## src/rtl/rtc_flags_consts.vh

```
// constants for the rtc flags/control block
// assumes a 50 MHz core clock and a 32-bit apb register bus
`ifndef RTC_FLAGS_CONSTS_VH
`define RTC_FLAGS_CONSTS_VH
// register byte addresses
`define ADDR_FLAGS       12'h000
`define ADDR_IRQ_STATUS  12'h004
`define ADDR_IRQ_MASK    12'h008
`define ADDR_TIME        12'h00C
`define ADDR_HOLD        12'h010
// flags register bit positions
`define BIT_READ_HOLD    0
`define BIT_FREEZE       1
`define BIT_BACKUP_FAIL  3
`define BIT_OSC_FAIL     4
// reset values
`define FLAGS_RESET      8'h00
`define MASK_RESET       4'h0
// interrupt status bit positions
`define IRQ_OSC_FAIL       0
`define IRQ_BACKUP_FAIL    1
`define IRQ_COPY_DONE      2
`define IRQ_BACKUP_CLEARED 3
// timing: clock rate in kHz, oscillator check window in ms, transfer time in us
`define CLK_KHZ          50000
`define OSC_CHECK_MS     5
`define OSC_CHECK_CYC    (`OSC_CHECK_MS * `CLK_KHZ)
`define TRANSFER_US      1
`define TRANSFER_CYC     ((`TRANSFER_US * `CLK_KHZ) / 1000)
// window count at which the backup level is sampled, once both synchroniser stages hold the pin
`define BACKUP_SAMPLE_CYC 32'h0000_0002
// one tick of the timekeeping counter, in cycles
`define TICK_CYC         50000000
`endif

```

## src/rtl/sync_2ff.v

```verilog
// two-flop synchroniser for a single level
// assumes the input is asynchronous to clk
`timescale 1ns/1ns
module sync_2ff
(
    input  wire clk,
    input  wire reset_n,
    input  wire din,
    output reg  dout
);
    reg stage1;
    always @(posedge clk)
    begin
        if (!reset_n)
        begin
            stage1 <= 1'b0;
            dout   <= 1'b0;
        end
        else
        begin
            stage1 <= din;
            dout   <= stage1;
        end
    end
endmodule // sync_2ff

```

## src/rtl/cycle_timer.v

```verilog
// down counter that pulses done once after load
// assumes load is a one-cycle pulse on the same clock
`timescale 1ns/1ns
module cycle_timer
#(
    parameter [31:0] COUNT = 32'h0000_0001
)
(
    input  wire clk,
    input  wire reset_n,
    input  wire load,
    output wire busy,
    output reg  done
);
    reg [31:0] remain;
    assign busy = (remain != 32'h0000_0000);
    always @(posedge clk)
    begin
        if (!reset_n)
        begin
            remain <= 32'h0000_0000;
            done   <= 1'b0;
        end
        else if (load)
        begin
            remain <= COUNT;
            done   <= 1'b0;
        end
        else
        begin
            done <= (remain == 32'h0000_0001);
            if (busy)
                remain <= remain - 32'h0000_0001;
        end
    end
endmodule // cycle_timer

```

## src/rtl/rtc_flags_ctrl.v

```verilog
// flags/control register of the rtc: oscillator fail, backup fail, freeze, read hold
// assumes an apb master on core_clk; osc_running and backup_low are async pins
`timescale 1ns/1ns
`include "rtc_flags_consts.vh"
module rtc_flags_ctrl
#(
    parameter [31:0] OSC_CHECK_CYCLES = `OSC_CHECK_CYC,
    parameter [31:0] TICK_CYCLES      = `TICK_CYC
)
(
    input  wire        core_clk,
    input  wire        reset_n,
    input  wire        psel,
    input  wire        penable,
    input  wire        pwrite,
    input  wire [11:0] paddr,
    input  wire [31:0] pwdata,
    output reg  [31:0] prdata,
    output reg         pready,
    output reg         pslverr,
    input  wire        oscEnable,
    input  wire        oscRunning,
    input  wire        backupLow,
    output reg         irq,
    output reg         freezeActive,
    output reg  [31:0] timeCount
);
    wire oscRunSync;
    wire backupLowSync;
    wire transferBusy;
    wire transferDone;
    reg  oscillator_fail_flag;
    reg  backup_power_fail_flag;
    reg  freeze;
    reg  readHold;
    reg  [31:0] timeShadow;
    reg  [31:0] holdReg;
    reg  timeChanged;
    reg  [3:0]  irqStatus;
    reg  [3:0]  irqMask;
    reg  [31:0] checkCount;
    reg  checking;
    reg  oscSeen;
    reg  [31:0] tickCount;
    reg  copyPending;
    reg  backupClearPending;
    reg  backupLoad;
    reg  copyLoad;
    wire transferLoad;
    reg  [3:0]  irqEvents;

    sync_2ff u_sync_osc
    (
        .clk     (core_clk),
        .reset_n (reset_n),
        .din     (oscRunning),
        .dout    (oscRunSync)
    );

    sync_2ff u_sync_bkp
    (
        .clk     (core_clk),
        .reset_n (reset_n),
        .din     (backupLow),
        .dout    (backupLowSync)
    );

    // one shared timer: a copy and a backup-flag clear both wait the transfer time
    cycle_timer #(.COUNT(`TRANSFER_CYC)) u_transfer
    (
        .clk     (core_clk),
        .reset_n (reset_n),
        .load    (transferLoad),
        .busy    (transferBusy),
        .done    (transferDone)
    );

    function is_addr;
        input [11:0] a;
        input [11:0] b;
        begin
            is_addr = (a == b);
        end
    endfunction

    // packs the flags register; unused bits read as zero
    function [31:0] flags_word;
        input oscFail;
        input backupFail;
        input freezeBit;
        input holdBit;
        begin
            flags_word                   = 32'h0000_0000;
            flags_word[`BIT_OSC_FAIL]    = oscFail;
            flags_word[`BIT_BACKUP_FAIL] = backupFail;
            flags_word[`BIT_FREEZE]      = freezeBit;
            flags_word[`BIT_READ_HOLD]   = holdBit;
        end
    endfunction

    wire access  = psel && penable;
    wire wrStrb  = access && pwrite;
    wire wrFlags = wrStrb && is_addr(paddr, `ADDR_FLAGS);
    wire oscStoppedEvt = checking && !oscSeen && (checkCount == OSC_CHECK_CYCLES - 32'h0000_0001)
                         && oscEnable;
    // the synchronisers are reset as well, so the backup level is only valid once they have refilled
    wire backupFailEvt = checking && (checkCount == `BACKUP_SAMPLE_CYC) && backupLowSync;
    wire tick    = (tickCount == TICK_CYCLES - 32'h0000_0001);
    wire backupClearReq = wrFlags && !pwdata[`BIT_BACKUP_FAIL] && backup_power_fail_flag && !backupClearPending;
    // a copy is only needed when the host wrote the time while frozen
    wire copyReq        = wrFlags && freeze && !pwdata[`BIT_FREEZE] && timeChanged;
    assign transferLoad = backupLoad || copyLoad;

    // power-up check window
    always @(posedge core_clk)
    begin
        if (!reset_n)
        begin
            checkCount <= 32'h0000_0000;
            checking   <= 1'b1;
            oscSeen    <= 1'b0;
        end
        else if (checking)
        begin
            if (oscRunSync)
                oscSeen <= 1'b1;
            if (checkCount == OSC_CHECK_CYCLES - 32'h0000_0001)
                checking <= 1'b0;
            else
                checkCount <= checkCount + 32'h0000_0001;
        end
    end

    // oscillator-fail flag: set wins over a clear in the same cycle
    always @(posedge core_clk)
    begin
        if (!reset_n)
            oscillator_fail_flag <= 1'b0;
        else if (oscStoppedEvt)
            oscillator_fail_flag <= 1'b1;
        else if (wrFlags && !pwdata[`BIT_OSC_FAIL])
            oscillator_fail_flag <= 1'b0;
    end

    // backup-fail flag: a clear only shows once the transfer time has run out
    always @(posedge core_clk)
    begin
        if (!reset_n)
        begin
            backup_power_fail_flag <= 1'b0;
            backupClearPending     <= 1'b0;
            backupLoad             <= 1'b0;
        end
        else
        begin
            // a second clear while one is pending is ignored, so the timer is not restarted
            backupLoad <= backupClearReq && !backupFailEvt;
            if (backupFailEvt)
            begin
                backup_power_fail_flag <= 1'b1;
                backupClearPending     <= 1'b0;
            end
            else if (backupClearReq)
                backupClearPending <= 1'b1;
            else if (backupClearPending && transferDone)
            begin
                backup_power_fail_flag <= 1'b0;
                backupClearPending     <= 1'b0;
            end
        end
    end

    // freeze and read-hold bits; releasing freeze after a time write starts the copy
    always @(posedge core_clk)
    begin
        if (!reset_n)
        begin
            freeze      <= 1'b0;
            readHold    <= 1'b0;
            copyPending <= 1'b0;
            copyLoad    <= 1'b0;
        end
        else
        begin
            // the timer is shared: a copy and a backup clear started together finish together
            copyLoad <= copyReq;
            if (wrFlags)
            begin
                freeze   <= pwdata[`BIT_FREEZE];
                readHold <= pwdata[`BIT_READ_HOLD];
            end
            if (copyReq)
                copyPending <= 1'b1;
            else if (copyPending && transferDone)
                copyPending <= 1'b0;
        end
    end

    // timekeeping counter, shadow and holding register
    // the counter keeps running while frozen; only the shadow that the host reads stands still
    always @(posedge core_clk)
    begin
        if (!reset_n)
        begin
            tickCount   <= 32'h0000_0000;
            timeCount   <= 32'h0000_0000;
            timeShadow  <= 32'h0000_0000;
            holdReg     <= 32'h0000_0000;
            timeChanged <= 1'b0;
        end
        else
        begin
            tickCount <= tick ? 32'h0000_0000 : tickCount + 32'h0000_0001;
            if (copyPending && transferDone)
            begin
                timeCount   <= timeShadow;
                timeChanged <= 1'b0;
            end
            else if (tick && !copyPending)
                timeCount <= timeCount + 32'h0000_0001;
            if (wrStrb && is_addr(paddr, `ADDR_TIME) && freeze)
            begin
                timeShadow  <= pwdata;
                timeChanged <= 1'b1;
            end
            else if (!freeze && !copyPending)
                timeShadow <= timeCount;
            if (!readHold)
                holdReg <= timeCount;
        end
    end

    // interrupt status: write one to clear, event wins
    always @*
    begin
        irqEvents = 4'h0;
        irqEvents[`IRQ_OSC_FAIL]       = oscStoppedEvt;
        irqEvents[`IRQ_BACKUP_FAIL]    = backupFailEvt;
        irqEvents[`IRQ_COPY_DONE]      = copyPending && transferDone;
        irqEvents[`IRQ_BACKUP_CLEARED] = backupClearPending && transferDone && !backupFailEvt;
    end

    always @(posedge core_clk)
    begin
        if (!reset_n)
        begin
            irqStatus    <= 4'h0;
            irqMask      <= `MASK_RESET;
            irq          <= 1'b0;
            freezeActive <= 1'b0;
        end
        else
        begin
            if (wrStrb && is_addr(paddr, `ADDR_IRQ_STATUS))
                irqStatus <= (irqStatus & ~pwdata[3:0]) | irqEvents;
            else
                irqStatus <= irqStatus | irqEvents;
            if (wrStrb && is_addr(paddr, `ADDR_IRQ_MASK))
                irqMask <= pwdata[3:0];
            irq          <= |(irqStatus & irqMask);
            freezeActive <= freeze;
        end
    end

    // apb slave: zero wait states, error on unmapped address
    always @(posedge core_clk)
    begin
        if (!reset_n)
        begin
            prdata  <= 32'h0000_0000;
            pready  <= 1'b0;
            pslverr <= 1'b0;
        end
        else
        begin
            pready  <= psel && !penable;
            pslverr <= 1'b0;
            prdata  <= 32'h0000_0000;
            // read data is launched at the setup edge so that it stands through the access cycle
            if (psel && !penable)
            begin
                case (paddr)
                    `ADDR_FLAGS:
                        prdata <= flags_word(oscillator_fail_flag, backup_power_fail_flag, freeze, readHold);
                    `ADDR_IRQ_STATUS: prdata <= {28'h0000000, irqStatus};
                    `ADDR_IRQ_MASK:   prdata <= {28'h0000000, irqMask};
                    `ADDR_TIME:       prdata <= timeShadow;
                    `ADDR_HOLD:       prdata <= holdReg;
                    default:          pslverr <= 1'b1;
                endcase
            end
        end
    end
endmodule // rtc_flags_ctrl

```

## config.mk

```make
export PLATFORM = sky130hd
export DESIGN_NAME = rtc_flags_ctrl
export DESIGN_NICKNAME = d
export VERILOG_FILES = /design/src/rtl/sync_2ff.v /design/src/rtl/cycle_timer.v /design/src/rtl/rtc_flags_ctrl.v
export VERILOG_INCLUDE_DIRS = /design/src /design/src/rtl
export SDC_FILE = /design/constraint.sdc
export NUM_CORES = 1
export LEC_CHECK = 0
export ABC_AREA = 0
export BUFFER_PORTS_ARGS = -buffer_cell sky130_fd_sc_hd__buf_4
export CAP_MARGIN = 20
export CORE_ASPECT_RATIO = 1.25
export CORE_MARGIN = 4
export CORE_UTILIZATION = 43
export DETAILED_ROUTE_END_ITERATION = 8
export GPL_ROUTABILITY_DRIVEN = 0
export PLACE_DENSITY = 0.7
export SETUP_SLACK_MARGIN = 0.1
export SYNTH_ARGS = -nofsm -noshare
export SYNTH_HDL_FRONTEND = slang
export SYNTH_HIERARCHICAL = 1
export SYNTH_SLANG_ARGS = --single-unit
```

## constraint.sdc

```tcl
create_clock -name core_clk -period 4.35 [get_ports core_clk]
set_clock_uncertainty 0.15 [all_clocks]
set_input_delay 0.87 -clock core_clk [delete_from_list [all_inputs] [get_ports core_clk]]
set_output_delay 0.87 -clock core_clk [all_outputs]
set_load 0.005 [all_outputs]
```

Word level (Yosys, flattened, before mapping). Index checks and enable logic that the tools add are counted.

$add $sub $neg: 4. $mul: 0. Bitwise operators: 7. Eq/ne operators: 9. Order comparisons: 0. Shift-type cells: 0. Divide/modulo/power cells: 0. Reduce and logical (&&, ||, !) cells: 55. Multiplexer cells: 20.

Operator list (count): 32-bit one-hot mux with 5 select lines (1); 32-bit 2-to-1 mux (4); 32-bit by 1-bit adder with 32-bit output, second input constant (3); 32-bit by 1-bit equality test with 1-bit output, second input constant (1); 32-bit by 18-bit equality test with 1-bit output, second input constant (1); 32-bit by 2-bit equality test with 1-bit output, second input constant (1); 32-bit by 26-bit equality test with 1-bit output, second input constant (1); 32-bit nonzero test (1); 32-bit by 1-bit subtractor with 32-bit output, second input constant (1); 1-bit logical AND (26); 12-bit by 4-bit equality test with 1-bit output, second input constant (2); 2-bit nonzero test (8); 12-bit by 3-bit equality test with 1-bit output, second input constant (1); 12-bit by 5-bit equality test with 1-bit output, second input constant (1); 12-bit zero test (1); 1-bit 2-to-1 mux (12); 6-bit 2-to-1 mux (2); 1-bit zero test (9); 4-bit AND (2); 4-bit bitwise OR (2); 2-bit AND reduction (4); 2-bit OR reduction (3); 5-bit OR reduction (1); 4-bit 2-to-1 mux (1); 5 further kinds (6).

ROM bits: 0. RAM bits: 0. Word-level logic and storage cells: 125. Input bits: 52. Register bits after elaboration: 252. Latch bits: 0. Memories kept: 0.

Logic depth before layout (Yosys ltp). Gate-level depths: netlist of the first run.

Depth after elaboration: 8. Depth in mapped cells: 10. Mapped depth without buffers: 7.

Cells and area by module. Netlist of the first run, hierarchy kept.

By module, submodules not included: rtc_flags_ctrl (instances 1, area an instance 9620.5 sq um, cells an instance 1081, sequential area each 4304.1 sq um); cycle_timer (instances 1, area an instance 1686.6 sq um, cells an instance 198, sequential area each 660.6 sq um); sync_2ff (instances 2, area an instance 52.6 sq um, cells an instance 4, sequential area each 40.0 sq um).

Worst setup path after synthesis of the first run. Ideal clock, no wire load.

Kind: input to register. From: in paddr[9]. To: reg backupClearPending. Arrival: 2604 ps. Setup slack: 1510 ps. Setup time: 86 ps. Path buffers: 1. Stages: 6. Required time: 4114 ps. Path through: nor4_1 > and4b_1 > clkbuf_1 > nand3_1 > or4b_2 > a211oi_1.

Word-level cells in the longest chain between the ends: 6. Elaborated cells between the ends (all ways): 7. Classes of those cells: mux: 1; reduce/logical: 6.

Ends and longest elaborated chain: start, declared (line rtc_flags_ctrl.v:16) `input wire [11:0] paddr,`; 12-bit zero test (*) (line rtc_flags_ctrl.v:82) `is_addr = (a == b);`; 1-bit logical AND (*) (line rtc_flags_ctrl.v:103) `` wire wrFlags = wrStrb && is_addr(paddr, `ADDR_FLAGS); ``; 1-bit logical AND (*) (3 in series) (line rtc_flags_ctrl.v:109) `` wire backupClearReq = wrFlags && !pwdata[`BIT_BACKUP_FAIL] && backup_power_fail_flag && !backupClearPending; ``; 1-bit 2-to-1 mux or 2-bit nonzero test (tied branches); end signal, assigned (line rtc_flags_ctrl.v:161) `backupClearPending <= 1'b0;`; end signal, assigned (line rtc_flags_ctrl.v:164) `backupClearPending <= 1'b1;`; end signal, assigned (line rtc_flags_ctrl.v:168) `backupClearPending <= 1'b0;`; end, declared (line rtc_flags_ctrl.v:46) `reg backupClearPending;`.

Every way passes the cells marked *; elsewhere a longest branch is shown, timed or not. A chain may end at the register's enable or synchronous reset.

Final worst setup path of the first run.
From: reg timeCount[4]. To: reg timeCount[19].

Word-level cells in the longest chain between the ends: 3.

Ends and longest elaborated chain: start, declared (line rtc_flags_ctrl.v:26) `output reg [31:0] timeCount`; start signal, assigned (line rtc_flags_ctrl.v:216) `timeCount <= timeShadow;`; start signal, assigned (line rtc_flags_ctrl.v:220) `timeCount <= timeCount + 32'h0000_0001;`; 32-bit by 1-bit adder with 32-bit output (line rtc_flags_ctrl.v:220); 32-bit 2-to-1 mux (line rtc_flags_ctrl.v:219) `else if (tick && !copyPending)`; 32-bit 2-to-1 mux (line rtc_flags_ctrl.v:214) `if (copyPending && transferDone)`.

Every way passes these cells. The select of a mux whose other input is x is not followed.

==> results.sh, run 1 <==
export IMPL_grt_max_degree=72
export IMPL_pwr_share_clk_pct=39.2
export IMPL_path_cells="nand4_1, nor3_1, nand4_1, or3_2, a311oi_1"
export IMPL_cts_made_buffers=26
export IMPL_postSynthAreaPerCell_um2=8.88
export IMPL_critPathBufInv=0
export IMPL_worstSkewPairLatency_ns=0.53
export IMPL_path_common_cell="nand4_1"
export IMPL_clk_pin_slew_ns=0.07
export IMPL_cts_htree_levels=1
export IMPL_drive_gt1_share_pct=15.4
export IMPL_grt_ovfl_total=0
export IMPL_cts_root_buf="clkbuf_16"
export IMPL_power_frac_seq_pct=40.5
export IMPL_min_path_type="reg -> reg"
export IMPL_hold_viol=0
export IMPL_endpoint_kind="register"
export IMPL_r2r_start="timeCount[4]"
export IMPL_worst_setup_path_type="reg -> reg"
export IMPL_fin_crit_sh_pct=66.9
export IMPL_rrSetupSlack_ns=1.44
export IMPL_hpwl_um=20400
export IMPL_power_density_mw_per_mm2=476
export IMPL_ys_warn_count=6
export IMPL_vias=9974
export IMPL_synthCells=1285
export IMPL_rsz0062_at_grt="false"
export IMPL_period_needed_ns=2.91
export IMPL_p_leak_uw=0.00502
export IMPL_grt_pass1_vias=9531
export IMPL_final_nets=1423
export IMPL_cts_tree="done"
export IMPL_crit_path_max_fanout=10
export IMPL_p_comb_share_pct=20.3
export IMPL_drtIter0Drc=626
export IMPL_rr_worst_depth=5
export IMPL_dpl_cell_area_mm2=0.0125
export IMPL_firstDrtPassIters=7
export IMPL_worst_slew_pin_slew_ns=1.10
export IMPL_maxSlewHeadroom_pct=26.8
export IMPL_drt_vias_per_instance=5.78
export IMPL_ios=120
export IMPL_fin_setup_tns_ns=0
export IMPL_ant_nets=0
export IMPL_area_growth_pct=18.0
export IMPL_worstHoldStart="u_sync_bkp/stage1"
export IMPL_reg2reg_to="timeCount[19]"
export IMPL_cp_required_ns=4.64
export IMPL_core_area_mm2=0.0261
export IMPL_die_w_um=154
export IMPL_syn_area_mm2=0.0114
export IMPL_p_int_uw=4590
export IMPL_diodes=0
export IMPL_switching_share_pct=28.3
export IMPL_postSynthNetCount=1343
export IMPL_cts_setup_buffers=0
export IMPL_status="finished clean"
export IMPL_clock_sinks=252
export IMPL_grt_pass1_wl_um=48000
export IMPL_slowest_delay_ns=0.64
export IMPL_fp_row_count=66
export IMPL_cts_resized=0
export IMPL_postRouteWirelength_um=29700
export IMPL_critPathArrivalTime_ns=3.20
export IMPL_cts_buffer_depth=3
export IMPL_slew_viol_final=0
export IMPL_crit_slowest_cell="nor3_1"
export IMPL_holdPathStages=1
export IMPL_setup_viol=0
export IMPL_antenna_found_initial=0
export IMPL_routedWlPerCell_um=17.2
export IMPL_worst_setup_path_start_kind="register"
export IMPL_dieArea_mm2=0.0292
export IMPL_cap_violations=0
export IMPL_die_h_um=190
export IMPL_stdcell_area_mm2=0.0135
export IMPL_power_switching_uw=1820
export IMPL_fmax_mhz=344
export IMPL_drc=0
export IMPL_hold_buffers=0
export IMPL_port_buffers=119
export IMPL_grt_usage_pct=19.4
export IMPL_holdPathEnd="u_sync_bkp/dout"
export IMPL_ir_drop_mv=0.292
export IMPL_path_delay_family="simple AND/OR/NAND/NOR gates"
export IMPL_start_util_pct=43.7
==> per-layer routing <==
layer	global-route usage, %	routed length (um)	vias to the layer above
met5	0	0	-
met1	24.0	12600	4791
met2	35.0	14900	235
met3	3.32	1630	48
met4	4.93	663	0
li1	-	-	4900
==> state kept, by name (all words and copies together) (netlist names), 4 cells and up <==
signal,count
u_transfer/remain,32
tickCount,32
timeShadow,32
checkCount,32
timeCount,32
holdReg,32
prdata,32
irqMask,4
irqStatus,4
==> how the worst max path moves through the flow <==
stage | startpoint | end | slack (ns) | cells after the start
2_1_floorplan | paddr[9] | backupClearPending | 1.51 | 6
3_3_place_gp | paddr[9] | backupClearPending | 1.29 | 6
3_5_place_dp | paddr[9] | backupClearPending | 1.23 | 6
4_1_cts | u_transfer/remain[0] | u_transfer/remain[26] | 1.47 | 7
5_1_grt | timeCount[4] | timeCount[19] | 1.19 | 5
6_report | timeCount[4] | timeCount[19] | 1.44 | 5
==> layout make-up <==
type	instances	area [um2]
fillers	2484	12600
inverters	19	72.6
clock buffers	37	783
repair buffers	134	1010
well taps	340	425
multi-input cells	932	5920
clock inverters	11	208
flip-flops and latches	252	5050
==> per-stage QoR <==
step           setup WS, ns  std cells  hold WS (ns)  total power [uW]  util [%]
2_1_floorplan          1.51       1285         0.256              3680         -
5_1_grt                1.19       1725         0.309              6730      51.6
3_5_place_dp           1.23       1677         0.267              3940      47.8
6_report               1.44       1725         0.272              6410      51.6
3_3_place_gp           1.29       1677         0.259              3900      47.8
4_1_cts                1.47       1725         0.276              6470      51.6
==> power groups by stage <==
| stage | Sequential (uW) | Clock (uW) | Combinational [uW] |
|---|---|---|---|
| 2_1_floorplan | 2610 | 0 | 1070 |
| 3_3_place_gp | 2630 | 0 | 1260 |
| 3_5_place_dp | 2640 | 0 | 1300 |
| 4_1_cts | 2590 | 2570 | 1300 |
| 5_1_grt | 2620 | 2650 | 1460 |
| 6_report | 2590 | 2510 | 1300 |
==> layout by cell type (no fill, tap or decap), types with 4 or more instances in the layout <==
master and n:
a211oi_1 43, a21oi_1 52, a22oi_1 35, a311oi_1 6, a31oi_1 7, and2_1 16
and3_1 19, and4_1 15, buf_4 134, bufinv_16 6, clkbuf_16 27, clkbuf_8 7
clkinv_2 5, dfxtp_1 251, ha_1 6, inv_1 18, mux2_2 6, mux2i_1 76
nand2_1 63, nand2b_1 6, nand3_1 51, nand4_1 36, nor2_1 166, nor3_1 32
nor4_1 38, o211ai_1 10, o21a_1 12, o21ai_0 48, o31a_1 8, o31ai_1 12
or2_2 4, or3_1 36, or4_1 27, or4_4 4, xnor2_1 19, xor2_1 26
Power figures use the tool's default switching activity.
==> run 2, diff against run 1 <==
Settings changed: PLACE_DENSITY 0.7 to 0.73.
Clock period 4.35 ns to 2.45 ns, I/O delays scaled along.
==> run 2 against run 1 <==
  * The run now ends with setup timing left
  * Routed wire length increased by 7.1%
  * Final cell count increased by 5.7%
  * Sequential share of layout area decreased by 2.8 points
  * First-iteration DRC count increased by 2.4%
  * Register-to-register slack got worse by 1.6 ns
  * Global-route usage increased by 1.5 points
  * Die area unchanged
==> results.sh, run 2 (synthesized netlist as in run 1, its figures left out) <==
export IMPL_grt_pass1_vias=10302
export IMPL_critPathBufInv=0
export IMPL_grt_pass1_wl_um=52000
export IMPL_cts_root_buf="clkbuf_16"
export IMPL_core_area_mm2=0.0261
export IMPL_drtIter0Drc=641
export IMPL_path_cells="or4_4, or4_4, or4_4, or4_4, nand2_1"
export IMPL_cts_htree_levels=1
export IMPL_cts_buffer_depth=3
export IMPL_critPathArrivalTime_ns=2.91
export IMPL_diodes=0
export IMPL_vias=10529
export IMPL_dieArea_mm2=0.0292
export IMPL_path_common_cell="or4_4"
export IMPL_drc=0
export IMPL_port_buffers=119
export IMPL_post_route_util_pct=55.9
export IMPL_slew_viol_final=0
export IMPL_ios=120
export IMPL_hpwl_um=21200
export IMPL_setup_viol=20
export IMPL_p_leak_uw=0.00559
export IMPL_maxSlewHeadroom_pct=64.2
export IMPL_fmax_mhz=387
export IMPL_final_cell_mix="dfxtp_1 (239), buf_4 (213), nor2_1 (166), mux2i_1 (76), nand2_1 (62)"
export IMPL_stdcell_area_mm2=0.0146
export IMPL_cp_required_ns=2.78
export IMPL_grt_max_degree=112
export IMPL_dpl_cell_area_mm2=0.0133
export IMPL_cts_made_buffers=27
export IMPL_final_common_cell="dfxtp_1"
export IMPL_routedWlPerCell_um=17.5
export IMPL_ir_drop_mv=0.853
export IMPL_worst_setup_path_type="reg -> reg"
export IMPL_crit_slowest_cell="or4_4"
export IMPL_worstSkewPairLatency_ns=0.53
export IMPL_postRouteWirelength_um=31900
export IMPL_period_needed_ns=2.59
export IMPL_cts_tree="done"
export IMPL_die_h_um=190
export IMPL_dp_cells=1761
export IMPL_rrSetupSlack_ns=-0.14
export IMPL_worst_setup_path_start_kind="register"
export IMPL_rsz0062_at_grt="true"
export IMPL_worst_slew_pin_slew_ns=0.538
export IMPL_firstDrtPassIters=5
export IMPL_fin_crit_sh_pct=106
export IMPL_min_path_type="in -> reg"
export IMPL_antenna_found_initial=0
export IMPL_violations="setup timing"
export IMPL_slowest_delay_ns=0.53
export IMPL_drive_gt1_share_pct=24.6
export IMPL_cap_violations=0
export IMPL_clk_pin_slew_ns=0.06
export IMPL_status="finished with violations"
export IMPL_endpoint_kind="register"
export IMPL_crit_path_max_fanout=3
export IMPL_die_w_um=154
export IMPL_final_nets=1525
export IMPL_hold_viol=0
export IMPL_grt_ovfl_total=0
export IMPL_power_density_mw_per_mm2=917
export IMPL_start_util_pct=43.7
export IMPL_area_growth_pct=28.0
export IMPL_fp_row_count=66
export IMPL_ant_nets=0
export IMPL_drt_vias_per_instance=5.77
export IMPL_fin_cells=1824
export IMPL_path_delay_family="simple AND/OR/NAND/NOR gates"
export IMPL_grt_usage_pct=20.9
export IMPL_fin_ws_ns=-0.135
export IMPL_clock_sinks=252
run 2: routing by layer:
metal  share of wire (%)  global-route usage (%)  wire length [um]  vias to the layer above
met3                 4.8                    3.00              1530                       61
met4                 2.6                    5.84               813                        0
met5                   0                       0                 0                        -
li1                    -                       -                 -                     5125
met1                  42                    25.7             13300                     5072
met2                  51                    38.1             16200                      271
run 2: path summary, 6_finish.rpt:
check,startpoint,to,cells after the start
max,u_transfer/remain[24],u_transfer/remain[27],5
min,pwdata[2],irqStatus[2],2
max reg2reg,u_transfer/remain[24],u_transfer/remain[27],5
min reg2reg,u_sync_osc/stage1,u_sync_osc/dout,1
run 2: where the power goes:
part | switching (uW) | leakage, uW | internal [uW]
clock network | 1660 | 0.000457 | 2620
registers | 249 | 0.00204 | 4360
logic | 2180 | 0.00309 | 2310
run 2: repair_timing:
action	4_1_cts	5_1_grt
gates cloned	0	1
resized for setup	29	38
pin swaps	19	23
setup endpoints to repair	34	60
hold endpoints to repair	1	0
setup buffers	7	9
hold buffers	1	0
run 2: final cells by class:
class,count,area (um2)
clock inverter,13,196
inverter,19,72.6
sequential,252,5060
fill,2271,11500
timing repair buffer,235,1940
clock buffer,33,728
multi-input combinational,932,6170
tap,340,425
run 2: through the flow:
step,hold slack [ns],power (uW),worst slack (ns),TNS (ns)
final,0.0138,13400,-0.135,-0.988
after floorplan,0.256,6650,-0.190,-0.425
after global placement,0.264,7680,-0.116,-0.893
after detailed placement,0.265,7790,-0.154,-1.80
after global routing,0.00444,14000,-0.164,-2.58
after CTS,0.000881,12900,-0.0970,-0.660
==> run 3, diff against run 2 <==
Settings changed: BUFFER_PORTS_ARGS -buffer_cell sky130_fd_sc_hd__buf_4 to not set, CORE_UTILIZATION 43 to 57, DONT_BUFFER_PORTS set to 1, PLACE_DENSITY 0.73 to 0.84.
==> run 3 against run 2 <==
  * The flow still finishes with violations (setup timing)
  * Final cell count fell by 9.1%
  * Non-clock buffer count shrank 87
  * Via count rose by 2.5%
  * Critical endpoint unchanged
==> results.sh, run 3 (synthesized netlist as in run 1, its figures left out) <==
export IMPL_status="finished with violations"
export IMPL_violations="setup timing"
export IMPL_slowest_delay_ns=0.54
export IMPL_ir_drop_mv=1.42
export IMPL_final_cell_mix="dfxtp_1 (238), nor2_1 (166), buf_4 (99), mux2i_1 (76), nand2_1 (60)"
export IMPL_hold_viol=0
export IMPL_antenna_found_initial=0
export IMPL_crit_slowest_cell="or4_4"
export IMPL_fin_cells=1658
export IMPL_pre_cts_ws_ns=-0.132
export IMPL_period_needed_ns=2.57
export IMPL_cts_buffer_depth=3
export IMPL_fin_crit_sh_pct=105
export IMPL_rsz0062_at_grt="true"
export IMPL_cts_htree_levels=1
export IMPL_die_w_um=135
export IMPL_grt_pass1_wl_um=51500
export IMPL_core_area_mm2=0.0195
export IMPL_drt_vias_per_instance=6.51
export IMPL_final_common_cell="dfxtp_1"
export IMPL_power_total_uw=13500
export IMPL_p_leak_uw=0.00515
export IMPL_dpl_cell_area_mm2=0.0123
export IMPL_cts_made_buffers=25
export IMPL_vias=10787
export IMPL_fp_row_count=57
export IMPL_critPathBufInv=0
export IMPL_dieArea_mm2=0.0223
export IMPL_drc=0
export IMPL_final_nets=1436
export IMPL_path_common_cell="or4_4"
export IMPL_path_delay_family="simple AND/OR/NAND/NOR gates"
export IMPL_firstDrtPassIters=5
export IMPL_diodes=0
export IMPL_crit_path_max_fanout=2
export IMPL_ios=120
export IMPL_critPathArrivalTime_ns=2.89
export IMPL_area_growth_pct=22.4
export IMPL_start_util_pct=58.4
export IMPL_path_cells="or4_4, or4_4, or4_4, or4_1, nand2_1"
export IMPL_slew_viol_final=0
export IMPL_nFillCells=1384
export IMPL_endpoint_kind="register"
export IMPL_clk_pin_slew_ns=0.06
export IMPL_dp_cells=1569
export IMPL_min_path_type="in -> reg"
export IMPL_drtIter0Drc=1075
export IMPL_worst_setup_path_type="reg -> reg"
export IMPL_fmax_mhz=390
export IMPL_cap_violations=0
export IMPL_drive_gt1_share_pct=19.6
export IMPL_fin_ws_ns=-0.115
export IMPL_fin_setup_tns_ns=-1.47
export IMPL_postRouteWirelength_um=33500
export IMPL_grt_usage_pct=27.4
export IMPL_cp_required_ns=2.77
export IMPL_ant_nets=0
export IMPL_port_buffers=0
export IMPL_clock_sinks=252
export IMPL_routedWlPerCell_um=20.2
export IMPL_grt_ovfl_total=0
export IMPL_cts_tree="done"
export IMPL_worst_slew_pin_slew_ns=0.792
export IMPL_power_density_mw_per_mm2=966
export IMPL_cts_root_buf="clkbuf_16"
export IMPL_hpwl_um=19900
export IMPL_grt_max_degree=112
export IMPL_worstSkewPairLatency_ns=0.53
export IMPL_setup_viol=23
export IMPL_worst_setup_path_start_kind="register"
export IMPL_stdcell_area_mm2=0.0140
export IMPL_maxSlewHeadroom_pct=47.2
export IMPL_grt_pass1_vias=10367
export IMPL_die_h_um=166
## run 3: changes by cell type in the layout (fill, tap and decap cells not counted), sizes merged
cell         change
bufinv           -3
clkinv           +1
clkbuf           -1
dlygate4sd3     +21
inv              -1
buf            -107
clkinvlp         -1
## run 3: layout make-up
cell class / instances / area, um2 / area share, %
clock buffers: 33 / 706 / 5.06
clock inverters: 9 / 98.8 / 0.708
inverters: 19 / 72.6 / 0.520
multi-input cells: 932 / 6300 / 45.2
flip-flops and latches: 252 / 5060 / 36.3
well taps: 265 / 332 / 2.38
repair buffers: 148 / 1380 / 9.88
## run 3: per-stage QoR
stage / utilization [%] / hold WS (ns)
6_report: 71.4 / 0.00798
5_1_grt: 71.4 / 0.0192
4_1_cts: 70.0 / 0.0000570
3_5_place_dp: 62.9 / 0.279
3_3_place_gp: 62.9 / 0.271
2_1_floorplan: - / 0.256
## run 3: metal layers
metal  track usage (%)  up-vias  share of wire [%]
met5                 0        -                  0
met4              11.3        0                4.1
met3              5.09      131                7.7
met2              48.0      522                 50
met1              32.8     5196                 38
li1                  -     4938                  -
## run 3: power breakdown
part	switching (uW)	internal (uW)	leakage [uW]
sequential	278	4360	0.00204
combinational	2500	2520	0.00271
clock	1610	2220	0.000403
total	4390	9100	0.00515
## run 3: path summary, 6_finish.rpt
path | startpoint | to | slack [ns] | cells after the start
max | u_transfer/remain[17] | u_transfer/remain[27] | -0.12 | 5
min reg2reg | u_sync_osc/stage1 | u_sync_osc/dout | 0.29 | 1
max reg2reg | u_transfer/remain[17] | u_transfer/remain[27] | -0.12 | 5
min | pwdata[22] | timeShadow[22] | 0.008 | 2
## run 3: repair_timing
action                                 CTS  global route
setup endpoints to repair               41            54
resized for setup                       46            52
hold buffers                            23             0
buffers inserted                        12            11
gates cloned                             1             1
pin swaps                               30            35
endpoints found under the hold margin   64             0
